$ cat src/verilog/spf_map.vh
`ifndef SPF_MAP_VH
`define SPF_MAP_VH

// ----------------------------------------
// register byte addresses
// ----------------------------------------
`define SPF_ADDR_DATA 8'h70
`define SPF_ADDR_CTRL 8'h71
`define SPF_ADDR_STAT 8'h72

// ----------------------------------------
// spi_control field positions
// ----------------------------------------
`define SPF_CR_IRQ_EN 7
`define SPF_CR_PORT_EN 6
`define SPF_CR_RATE_HALF 5
`define SPF_CR_MASTER 4
`define SPF_CR_IDLE_POL 3
`define SPF_CR_CAP_PHASE 2
`define SPF_CR_RATE_HI 1
`define SPF_CR_RATE_LO 0

// ----------------------------------------
// spi_status_control field positions
// ----------------------------------------
`define SPF_SR_TDONE 7
`define SPF_SR_WRITE_COLLISION_FLAG 6
`define SPF_SR_OVR 5
`define SPF_SR_MODE_FAULT_FLAG 4
`define SPF_SR_OUT_DIS 2
`define SPF_SR_SS_SOFT 1
`define SPF_SR_SS_LEVEL 0

// ----------------------------------------
// reset values
// ----------------------------------------
`define SPF_CTRL_RST 8'h00
`define SPF_STAT_RST 8'h00

// ----------------------------------------
// master clock divider, half period minus one
// ----------------------------------------
`define SPF_HALF_DIV4 6'h01
`define SPF_HALF_DIV8 6'h03
`define SPF_HALF_DIV16 6'h07
`define SPF_HALF_DIV32 6'h0F
`define SPF_HALF_DIV64 6'h1F
`define SPF_HALF_DIV128 6'h3F

// ----------------------------------------
// bit transfer
// ----------------------------------------
`define SPF_LAST_EDGE 4'hF
`define SPF_PIN_COUNT 4

`endif

$ cat src/verilog/spf_top.v
// Our own choices: the plain strobed port and the placing of the registers.
`include "spf_map.vh"

module spf_top (
	input wire mclk_i, // cpu clock
	input wire rst_b_i, // synchronous reset, active low
	input wire clk_en_i, // freezes all state while low
	input wire [7:0] addr_i, // register address
	input wire [7:0] wdata_i, // write data
	input wire wr_i, // write strobe
	input wire rd_i, // read strobe
	output wire [7:0] rdata_o, // read data, cycle after strobe
	input wire cpu_irq_mask_i, // cpu interrupt mask, high masks
	input wire halt_i, // cpu in halt mode
	output wire irq_o, // interrupt request
	output wire wake_o, // wake request out of wait mode
	output wire spi_active_o, // pins carry spi functions
	input wire ss_b_i, // slave select pin, active low
	input wire sck_i, // serial clock pin in
	output wire sck_o, // serial clock pin out
	output wire sck_oe_o, // serial clock drive enable
	input wire mosi_i, // mosi pin in
	output wire mosi_o, // mosi pin out
	output wire mosi_oe_o, // mosi drive enable
	input wire miso_i, // miso pin in
	output wire miso_o, // miso pin out
	output wire miso_oe_o // miso drive enable
);

	// ----------------------------------------
	// pin synchronisers
	// ----------------------------------------
	wire [`SPF_PIN_COUNT-1:0] pin_raw;
	wire [`SPF_PIN_COUNT-1:0] pin_sync;
	assign pin_raw = {ss_b_i, sck_i, mosi_i, miso_i};

	genvar g;
	generate
		for (g = 0; g < `SPF_PIN_COUNT; g = g + 1) begin : g_sync
			reg s1_q;
			reg s2_q;
			always @(posedge mclk_i) begin
				if (!rst_b_i) begin
					s1_q <= 1'b1;
					s2_q <= 1'b1;
				end else if (clk_en_i) begin
					s1_q <= pin_raw[g];
					s2_q <= s1_q;
				end
			end
			assign pin_sync[g] = s2_q;
		end
	endgenerate

	wire ss_pin = pin_sync[3];
	wire sck_pin = pin_sync[2];
	wire mosi_pin = pin_sync[1];
	wire miso_pin = pin_sync[0];

	// ----------------------------------------
	// state
	// ----------------------------------------
	reg irq_en_q;
	reg port_en_q;
	reg rate_half_q;
	reg master_q;
	reg idle_pol_q;
	reg cap_phase_q;
	reg [1:0] rate_sel_q;
	reg tdone_q;
	reg write_collision_flag_q;
	reg ovr_q;
	reg mode_fault_flag_q;
	reg out_dis_q;
	reg ss_soft_q;
	reg ss_level_q;
	reg tdone_arm_q;
	reg write_collision_flag_arm_q;
	reg mode_fault_flag_arm_q;
	reg [7:0] shift_q;
	reg [7:0] rxbuf_q;
	reg [7:0] rdata_q;
	reg out_q;
	reg sck_q;
	reg sck_prev_q;
	reg busy_q;
	reg [3:0] edge_q;
	reg [5:0] div_q;
	reg mcap_q;
	reg mdone_q;

	// ----------------------------------------
	// decode
	// ----------------------------------------
	wire dr_wr = wr_i & (addr_i == `SPF_ADDR_DATA);
	wire dr_rd = rd_i & (addr_i == `SPF_ADDR_DATA);
	wire cr_wr = wr_i & (addr_i == `SPF_ADDR_CTRL);
	wire cs_wr = wr_i & (addr_i == `SPF_ADDR_STAT);
	wire cs_rd = rd_i & (addr_i == `SPF_ADDR_STAT);
	wire cs_acc = cs_wr | cs_rd;

	// ----------------------------------------
	// mode fault and transfer events
	// ----------------------------------------
	wire ss_int = ss_soft_q ? ss_level_q : ss_pin;
	wire fault = master_q & ~ss_int;
	wire slv_sel = port_en_q & ~master_q & ~ss_int;
	wire mst_tick = busy_q & master_q & (div_q == 6'h00) & ~halt_i;
	wire sck_edge = sck_pin ^ sck_prev_q;
	wire evt = master_q ? mst_tick : (slv_sel & sck_edge);
	wire sample = evt & (edge_q[0] == cap_phase_q);
	wire drive = evt & ~sample;
	wire edge_last = evt & (edge_q == `SPF_LAST_EDGE);
	// master takes miso one cycle after its edge: the pin synchroniser lags two cycles
	wire complete = master_q ? mdone_q : edge_last;
	wire cap_now = master_q ? mcap_q : sample;
	wire in_bit = master_q ? miso_pin : mosi_pin;
	wire [7:0] shift_smp = {shift_q[6:0], in_bit};
	wire [7:0] rx_byte = cap_now ? shift_smp : shift_q;

	// slave with phase 0 counts the whole selected time as a transfer
	wire slv_act = cap_phase_q ? (slv_sel & (edge_q != 4'h0)) : slv_sel;
	wire xfer_act = master_q ? busy_q : slv_act;
	wire dr_blocked = tdone_q & ~tdone_arm_q;
	wire dr_take = dr_wr & ~xfer_act & ~dr_blocked;
	wire mst_start = dr_take & master_q & port_en_q;

	reg [5:0] half_w;
	always @* begin
		case ({rate_half_q, rate_sel_q})
		3'b100: half_w = `SPF_HALF_DIV4;
		3'b000: half_w = `SPF_HALF_DIV8;
		3'b001: half_w = `SPF_HALF_DIV16;
		3'b110: half_w = `SPF_HALF_DIV32;
		3'b010: half_w = `SPF_HALF_DIV64;
		3'b011: half_w = `SPF_HALF_DIV128;
		default: half_w = `SPF_HALF_DIV128;
		endcase
	end

	// ----------------------------------------
	// flags
	// ----------------------------------------
	wire tdone_d = complete | (tdone_q & ~(tdone_arm_q & (dr_rd | dr_wr)));
	wire tdone_arm_d = ~complete & tdone_d & (tdone_arm_q | (cs_acc & tdone_q));
	wire ovr_d = (complete & tdone_q) | (ovr_q & ~cs_rd);
	wire write_collision_flag_set = dr_wr & xfer_act;
	wire write_collision_flag_d = write_collision_flag_set | (write_collision_flag_q & ~(write_collision_flag_arm_q & dr_rd));
	wire write_collision_flag_arm_d = ~write_collision_flag_set & write_collision_flag_d & (write_collision_flag_arm_q | (cs_rd & write_collision_flag_q));
	wire mode_fault_flag_d = fault | (mode_fault_flag_q & ~(mode_fault_flag_arm_q & cr_wr));
	wire mode_fault_flag_arm_d = ~fault & mode_fault_flag_d & (mode_fault_flag_arm_q | (cs_rd & mode_fault_flag_q));

	always @(posedge mclk_i) begin
		if (!rst_b_i) begin
			tdone_q <= 1'b0;
			tdone_arm_q <= 1'b0;
			ovr_q <= 1'b0;
			write_collision_flag_q <= 1'b0;
			write_collision_flag_arm_q <= 1'b0;
			mode_fault_flag_q <= 1'b0;
			mode_fault_flag_arm_q <= 1'b0;
			rxbuf_q <= 8'h00;
		end else if (clk_en_i) begin
			tdone_q <= tdone_d;
			tdone_arm_q <= tdone_arm_d;
			ovr_q <= ovr_d;
			write_collision_flag_q <= write_collision_flag_d;
			write_collision_flag_arm_q <= write_collision_flag_arm_d;
			mode_fault_flag_q <= mode_fault_flag_d;
			mode_fault_flag_arm_q <= mode_fault_flag_arm_d;
			if (complete & ~tdone_q) begin
				rxbuf_q <= rx_byte;
			end
		end
	end

	// ----------------------------------------
	// control and status registers
	// ----------------------------------------
	wire mode_fault_flag_lock = mode_fault_flag_q & ~mode_fault_flag_arm_q;
	wire port_en_w = mode_fault_flag_lock ? (wdata_i[`SPF_CR_PORT_EN] & port_en_q) :
		wdata_i[`SPF_CR_PORT_EN];
	wire master_w = mode_fault_flag_lock ? (wdata_i[`SPF_CR_MASTER] & master_q) :
		wdata_i[`SPF_CR_MASTER];

	always @(posedge mclk_i) begin
		if (!rst_b_i) begin
			irq_en_q <= 1'b0;
			port_en_q <= 1'b0;
			rate_half_q <= 1'b0;
			master_q <= 1'b0;
			idle_pol_q <= 1'b0;
			cap_phase_q <= 1'b0;
			rate_sel_q <= 2'h0;
			out_dis_q <= 1'b0;
			ss_soft_q <= 1'b0;
			ss_level_q <= 1'b0;
		end else if (clk_en_i) begin
			if (cr_wr) begin
				irq_en_q <= wdata_i[`SPF_CR_IRQ_EN];
				port_en_q <= port_en_w;
				rate_half_q <= wdata_i[`SPF_CR_RATE_HALF];
				master_q <= master_w;
				idle_pol_q <= wdata_i[`SPF_CR_IDLE_POL];
				cap_phase_q <= wdata_i[`SPF_CR_CAP_PHASE];
				rate_sel_q <= wdata_i[`SPF_CR_RATE_HI:`SPF_CR_RATE_LO];
			end
			if (fault) begin
				port_en_q <= 1'b0;
				master_q <= 1'b0;
			end
			if (cs_wr) begin
				out_dis_q <= wdata_i[`SPF_SR_OUT_DIS];
				ss_soft_q <= wdata_i[`SPF_SR_SS_SOFT];
				ss_level_q <= wdata_i[`SPF_SR_SS_LEVEL];
			end
		end
	end

	// ----------------------------------------
	// shift engine
	// ----------------------------------------
	always @(posedge mclk_i) begin
		if (!rst_b_i) begin
			shift_q <= 8'h00;
			out_q <= 1'b0;
			sck_q <= 1'b0;
			sck_prev_q <= 1'b0;
			busy_q <= 1'b0;
			edge_q <= 4'h0;
			div_q <= 6'h00;
			mcap_q <= 1'b0;
			mdone_q <= 1'b0;
		end else if (clk_en_i) begin
			sck_prev_q <= sck_pin;
			mcap_q <= sample & master_q & ~fault;
			mdone_q <= edge_last & master_q & ~fault;
			if (dr_take) begin
				shift_q <= wdata_i;
				out_q <= wdata_i[7];
			end
			if (fault | ~port_en_q) begin
				busy_q <= 1'b0;
				edge_q <= 4'h0;
				sck_q <= idle_pol_q;
			end else if (mst_start) begin
				busy_q <= 1'b1;
				edge_q <= 4'h0;
				div_q <= half_w;
			end else if (~master_q & ss_int) begin
				edge_q <= 4'h0;
				if (~dr_take) begin
					out_q <= shift_q[7];
				end
			end else if (evt) begin
				edge_q <= edge_q + 4'h1;
				if (master_q) begin
					sck_q <= ~sck_q;
					div_q <= half_w;
				end
				if (sample & ~master_q) begin
					shift_q <= shift_smp;
				end
				if (drive) begin
					out_q <= shift_q[7];
				end
			end else if (busy_q & ~halt_i) begin
				div_q <= div_q - 6'h01;
			end
			if (master_q & mcap_q) begin
				shift_q <= shift_smp;
			end
			if (complete) begin
				busy_q <= 1'b0;
			end
			if (~busy_q & ~(mst_start)) begin
				sck_q <= idle_pol_q;
			end
		end
	end

	// ----------------------------------------
	// register read
	// ----------------------------------------
	always @(posedge mclk_i) begin
		if (!rst_b_i) begin
			rdata_q <= 8'h00;
		end else if (clk_en_i) begin
			if (dr_rd) begin
				rdata_q <= rxbuf_q;
			end else if (rd_i & (addr_i == `SPF_ADDR_CTRL)) begin
				rdata_q <= {irq_en_q, port_en_q, rate_half_q, master_q,
					idle_pol_q, cap_phase_q, rate_sel_q};
			end else if (cs_rd) begin
				rdata_q <= {tdone_q, write_collision_flag_q, ovr_q, mode_fault_flag_q, 1'b0,
					out_dis_q, ss_soft_q, ss_level_q};
			end else begin
				rdata_q <= 8'h00;
			end
		end
	end

	assign rdata_o = rdata_q;

	// ----------------------------------------
	// interrupt and pins
	// ----------------------------------------
	wire irq_req = irq_en_q & (tdone_q | mode_fault_flag_q | ovr_q);
	assign irq_o = irq_req & ~cpu_irq_mask_i;
	assign wake_o = irq_o & ~halt_i;

	assign spi_active_o = port_en_q;
	assign sck_o = sck_q;
	assign sck_oe_o = port_en_q & master_q;
	assign mosi_o = out_q;
	assign mosi_oe_o = port_en_q & master_q & ~out_dis_q;
	assign miso_o = out_q;
	assign miso_oe_o = port_en_q & ~master_q & ~out_dis_q & ~ss_int;

endmodule // spf_top
$ cat config.mk
export PLATFORM = sky130hd
export DESIGN_NAME = spf_top
export DESIGN_NICKNAME = d
export VERILOG_FILES = /design/src/verilog/spf_top.v
export VERILOG_INCLUDE_DIRS = /design/src /design/src/verilog
export SDC_FILE = /design/constraint.sdc
export NUM_CORES = 1
export LEC_CHECK = 0
export BUFFER_PORTS_ARGS = -buffer_cell sky130_fd_sc_hd__clkbuf_2
export CORE_MARGIN = 3
export CORE_UTILIZATION = 45
export CTS_BUF_LIST = sky130_fd_sc_hd__clkbuf_16
export CTS_CLUSTER_SIZE = 10
export DETAILED_ROUTE_END_ITERATION = 10
export PLACE_DENSITY_LB_ADDON = 0.15
export SLEW_MARGIN = 20
export SYNTH_ARGS = -nofsm -noshare
export SYNTH_HDL_FRONTEND = slang
export SYNTH_SLANG_ARGS = --single-unit
$ cat constraint.sdc
create_clock -name mclk_i -period 2.1 [get_ports mclk_i]
set_input_delay 0.21 -clock mclk_i [delete_from_list [all_inputs] [get_ports mclk_i]]
set_output_delay 0.21 -clock mclk_i [all_outputs]
set_load 0.01 [all_outputs]
# Yosys cells after proc, flatten, opt, wreduce, memory -nomap -nowiden
# Cells that the tools add are included.
[word_totals]
register_bits = 66
inputBits = 27
output_inout_bits = 17
wordCells = 214
[op_classes]
add_sub_neg = 2
eq_ne = 13
mux = 50
bitwise_logic = 96
n_reduce_logical = 17
[ops]
columns = ["cell", "n"]
rows = [
  ["$mux W8", 11],
  ["$and A1 B1 Y1", 60],
  ["$mux W6", 5],
  ["$pmux W6 S5", 1],
  ["$mux W1", 29],
  ["$eq A8 B7 Y1 const B", 3],
  ["$not A1 Y1", 23],
  ["$mux W4", 4],
  ["$or A1 B1 Y1", 12],
  ["$reduce_and A2 Y1", 6],
  ["$reduce_bool A3 Y1", 4],
  ["$reduce_and A5 Y1", 2],
  ["$reduce_bool A4 Y1", 2],
  ["$eq A3 B3 Y1 const B", 2],
  ["$logic_not A6 Y1", 1],
  ["$ne A3 B2 Y1 const B", 2],
  ["$sub A6 B1 Y6 const B", 1],
  ["$add A4 B1 Y4 const B", 1],
  ["$eq A4 B4 Y1 const B", 1],
  ["$eq A3 B1 Y1 const B", 1],
  ["$eq A3 B2 Y1 const B", 1],
  ["$logic_not A3 Y1", 1],
  ["$ne A3 B1 Y1 const B", 1],
  ["$ne A2 B2 Y1 const B", 1],
  ["3 further kinds", 3],
]

# Longest topological paths before layout
[logic_depth]
ltp_word = 16
ltp_mapped = 9
depth_no_buf = 8

# Worst setup path after synthesis
# Ideal clock, no wire load.
[synth_path]
path_type = "reg2reg"
start = "register ss_soft_q"
end = "register out_q, in the netlist miso_o"
arrival_time_ns = 1.890
t_required_ns = 2.004
slack_ns = 0.114
stages_incl_launch_ff = 7
period_less_slack_ns = 1.986
path_cell_list = "dfxtp_1 -> mux2_4 -> o31a_1 -> a21boi_2 -> nor3_1 -> o311a_1 -> o41ai_2"
[synth_via]
elab_chain_len = 15
[synth_lines]
columns = ["element", "line_no", "text"]
rows = [
  ["start: declaration", "spf_top.v:75", "reg ss_soft_q;"],
  ["start signal: assignment", "spf_top.v:214", "ss_soft_q <= wdata_i[`SPF_SR_SS_SOFT];"],
  ["$mux W1 *", "spf_top.v:105", "wire ss_int = ss_soft_q ? ss_level_q : ss_pin;"],
  ["$not A1 Y1", "spf_top.v:106, spf_top.v:107", ""],
  ["$and A1 B1 Y1", "spf_top.v:107", "wire slv_sel = port_en_q & ~master_q & ~ss_int;"],
  ["$and A1 B1 Y1", "spf_top.v:122", "wire slv_act = cap_phase_q ? (slv_sel & (edge_q != 4'h0)) : slv_sel;"],
  ["$mux W1", "spf_top.v:122", ""],
  ["$mux W1", "spf_top.v:123", "wire xfer_act = master_q ? busy_q : slv_act;"],
  ["$not A1 Y1", "spf_top.v:125", "wire dr_take = dr_wr & ~xfer_act & ~dr_blocked;"],
  ["$and A1 B1 Y1 (2 in a row)", "spf_top.v:125", ""],
  ["$mux W1", "spf_top.v:238", "if (dr_take) begin"],
  ["$mux W1", "spf_top.v:264", "if (drive) begin"],
  ["$mux W1", "spf_top.v:255", "end else if (evt) begin"],
  ["$mux W1", "spf_top.v:250", "end else if (~master_q & ss_int) begin"],
  ["$mux W1", "spf_top.v:246", "end else if (mst_start) begin"],
  ["$mux W1 *", "spf_top.v:242", "if (fault | ~port_en_q) begin"],
  ["end signal: assignment", "spf_top.v:240", "out_q <= wdata_i[7];"],
  ["end signal: assignment", "spf_top.v:253", "out_q <= shift_q[7];"],
  ["end signal: assignment", "spf_top.v:265", "out_q <= shift_q[7];"],
  ["end: declaration", "spf_top.v:83", "reg out_q;"],
]
# Every way passes the cells marked *; elsewhere a longest branch is shown, timed or not.
# A chain may end at the register's enable or synchronous reset.

# Worst setup path in the final report
[layout_path]
start = "register ss_soft_q"
end = "register rxbuf_q[4]"
[layout_via]
elab_chain_len = 9
[layout_lines]
columns = ["element", "line_no", "text"]
rows = [
  ["$mux W1 *", "spf_top.v:105", ""],
  ["$not A1 Y1 *", "spf_top.v:107", ""],
  ["$and A1 B1 Y1 *", "spf_top.v:107", ""],
  ["$and A1 B1 Y1 *", "spf_top.v:110", "wire evt = master_q ? mst_tick : (slv_sel & sck_edge);"],
  ["$mux W1 *", "spf_top.v:110", ""],
  ["$and A1 B1 Y1", "spf_top.v:113", "wire edge_last = evt & (edge_q == `SPF_LAST_EDGE);"],
  ["$mux W1", "spf_top.v:115", "wire complete = master_q ? mdone_q : edge_last;"],
  ["$and A1 B1 Y1", "spf_top.v:171", "if (complete & ~tdone_q) begin"],
  ["$reduce_and A2 Y1 (no source line)", "-", ""],
  ["end signal: assignment", "spf_top.v:172", "rxbuf_q <= rx_byte;"],
  ["end: declaration", "spf_top.v:81", "reg [7:0] rxbuf_q;"],
]
# Marked as above.

==> metrics.md <==
| Metric | Value |
|---|---|
| Synthesized instance count | 426 |
| Post-Synth Simple-Gate Area | 22.3% |
| Routed len/inst | 17.0 um |
| Synth Area in Adders | 1.40% |
| Post-synth ARST share | 0% |
| Reg2Reg Launch Point | ss_soft_q |
| DR vias | 3,331 |
| Clock skew | 4.37 ps |
| Multiplexer area fraction after synthesis | 10.3% |
| Slew Viols, Final | 0 |
| Synth warn | 0 |
| Initial DRC Count | 198 |
| Complex-gate fraction of the synthesized area | 22.4% |
| Total clock sinks | 66 |
| Commonest non-fill, non-tap cell in the layout | dfxtp_1 |
| Arrival @ worst endpoint | 2260 ps |
| Power per cell area | 694 nW/um^2 |
| Reg clk slew, reported paths | 60 ps |
| DP Area | 4000 sq um |
| Nets@finish | 512 |
| Drt pass-1 iters | 4 |
| Leak | 0.00174 uW |
| Die area | 9070 sq um |
| Number of I/O pins | 44 |
| GRT Total Usage | 23.7% |
| Diode count | 0 |
| Xor/xnor share of the synthesized area | 0.733% |
| Row cnt | 31 |
| Final min period | 2020 ps |
| Height of the chip | 95.2 um |
| Hold Path Class | in -> reg |
| Crit path buf inv count | 1 |
| Clock Path Buffers | 2 |
| Register area share after synthesis | 36.9% |
| CTS buffer count | 9 |
| Routed wire length | 9.96 mm |
| H-tree levels | 3 |
| Hold path start | ss_b_i |
| PortBufs | 43 |
| Maxcap violations | 0 |
| Post-route ant nets | 0 |
| Final setup viols | 0 |
| Cells along the critical path | mux2i_4, nand3_4, o31ai_4, nor3b_4, buf_12, nor2_1, a211oi_1 |
| Seq cells post-synth | 66 |
| Via count of the first global-routing pass | 3,284 |
| Final setup TNS | 0 ps |
| Syn Nets | 457 |
| Most frequent cells in the layout | dfxtp_1 (64), nand2_1 (45), clkbuf_2 (43) |
| Layout cells sized above 1 | 23.3% |
| Skew-Pair Late Insertion Delay | 330 ps |
| Status | completed |
| Die W | 95.2 um |
| Root Buffer | clkbuf_16 |
| Global-route wire length before repair | 16.4 mm |
| Met2 usage | 39.8% |
| Initial Utilization | 47.9% |
| Finished Core Util | 58.5% |
| DRC | 0 |
| Synthesized area | 3580 sq um |
| Final Cycle Share | 96.1% |
| Most used routing layer | met2 |
| Crit Path Max Fanout | 16 |
| GR met3 Demand/Resource | 5.92% |
| Critical Path Sink Type | register |
| Routability congestion estimate | 0.898 |
| Largest family of logic cells by synthesized area | compound AO/OA/AOI/OAI gates |
| CP max stage cell | dfxtp_2 |
| Tot Pwr | 3040 uW |
| CP peak stage delay | 400 ps |
| Worst hold slack | 89.6 ps |
| Area Growth Syn to Fin | 22.2% |
| Peak supply drop | 0.462 mV |
| Final Cell Area | 4380 sq um |
| Avg Inst Size Synth | 8.41 sq um |
| Worst-Margin Slew | 535 ps |
| Initial antenna violation count | 0 |
| Hold Vio Cnt, Final | 0 |
| Crit. Startpoint | ss_soft_q |
| Max_slew headroom | 64.3% |
| Worst setup path class | reg -> reg |
| Core area | 7490 sq um |
| Startpoint Class | register |
| Total grt overflow | 0 |
| Largest net degree at the start of global routing | 29 |
| M1 GR Usage | 29.7% |
| Most used flip-flop cell after synthesis | dfxtp_1 |
| HPWL after DPL | 7.14 mm |
| TritonCTS clock tree | yes |
| Post-synth EDFFs | 0 |
| Synth cell types | 70 |
| Critical path required time | 2340 ps |
| Worst path top cell family by delay | compound AO/OA/AOI/OAI gates |
| Max Clk Rate | 496 MHz |
| Post-DR vias/cell | 5.69 |
[layer usage]
layer  vias up  share of wire (%)
met4         0               0.93
met2       104                 49
met5         -                  0
met1      1566                 44
li1       1652                  -
met3         9                6.0
[path summary, 6_finish.rpt]
kind	to	slack, ps	cells past startpoint
worst min register to register	rdata_o[0]	460	2
worst min-delay path	g_sync[3].s1_q	90	3
worst max-delay path	rxbuf_q[4]	80	7
worst max register to register	rxbuf_q[4]	80	7
[registers in the layout (all words and copies together), names as in the netlist, 2 cells and up]
name	flops
edge_q	4
rdata_o	8
div_q	6
rxbuf_q	8
g_sync.s2_q	4
g_sync.s1_q	4
rate_sel_q	2
shift_q	8
[cells by family after synthesis]
logic type	after synthesis
buffers and inverters	43
DFF	66
adders and majority gates	4
xor gates and xnor gates	3
and+or+nand+nor	157
muxes	35
AOI/OAI and AO/OA	118
[where the power goes]
group | leakage, uW | switching (uW) | internal [uW]
Clock | 0.000153 | 568 | 1040
Combinational | 0.00105 | 100 | 64.5
Sequential | 0.000534 | 7.33 | 1260
[stage by stage]
step                setup slack (ps)  instances
floorplan                        114        426
global placement                8.56        568
detailed placement             -26.2        568
CTS                             41.7        584
global route                   -11.3        585
finish                          82.1        585
[cell type report]
class,instances,area [sq um]
clock inverter,7,93.8
multi-input combinational,317,2100
timing repair buffer,72,458
sequential,66,1320
tap,99,124
fill,698,3110
clock buffer,9,225
inverter,15,56.3
[synthesized netlist by cell type (3+ instances only)]
cell | count | area [sq um]
dfxtp_1 | 66 | 1320
nand2_1 | 45 | 169
nor2_1 | 37 | 139
a21oi_1 | 35 | 175
mux2i_1 | 32 | 320
o21ai_0 | 23 | 115
nand3_1 | 17 | 85.1
inv_1 | 15 | 56.3
a211oi_1 | 11 | 82.6
clkbuf_1 | 11 | 41.3
nor3_1 | 11 | 55.1
nand2b_1 | 9 | 56.3
o31ai_1 | 8 | 60.1
a221oi_1 | 6 | 52.6
buf_2 | 5 | 25.0
nor2b_1 | 5 | 31.3
and2_1 | 4 | 25.0
buf_1 | 4 | 15.0
buf_4 | 4 | 30.0
ha_1 | 4 | 50.1
nand4_1 | 4 | 25.0
o211a_1 | 4 | 40.0
o211ai_1 | 4 | 30.0
a31oi_1 | 3 | 18.8
and3_1 | 3 | 18.8
buf_6 | 3 | 33.8
[timing repair]
item | CTS | global route
endpoints found under the setup margin | 1 | 10
cloned | 0 | 0
buffers inserted | 0 | 1
gates resized for setup | 2 | 9
pin swaps | 0 | 4
hold buffers | 0 | 0
hold endpoints to repair | 0 | 0
[worst min-delay path, stage by stage]
cell and delay, ps:
clkbuf_2 70, mux2i_1 50, nand2_1 50
(Power assumes the default switching activity.)
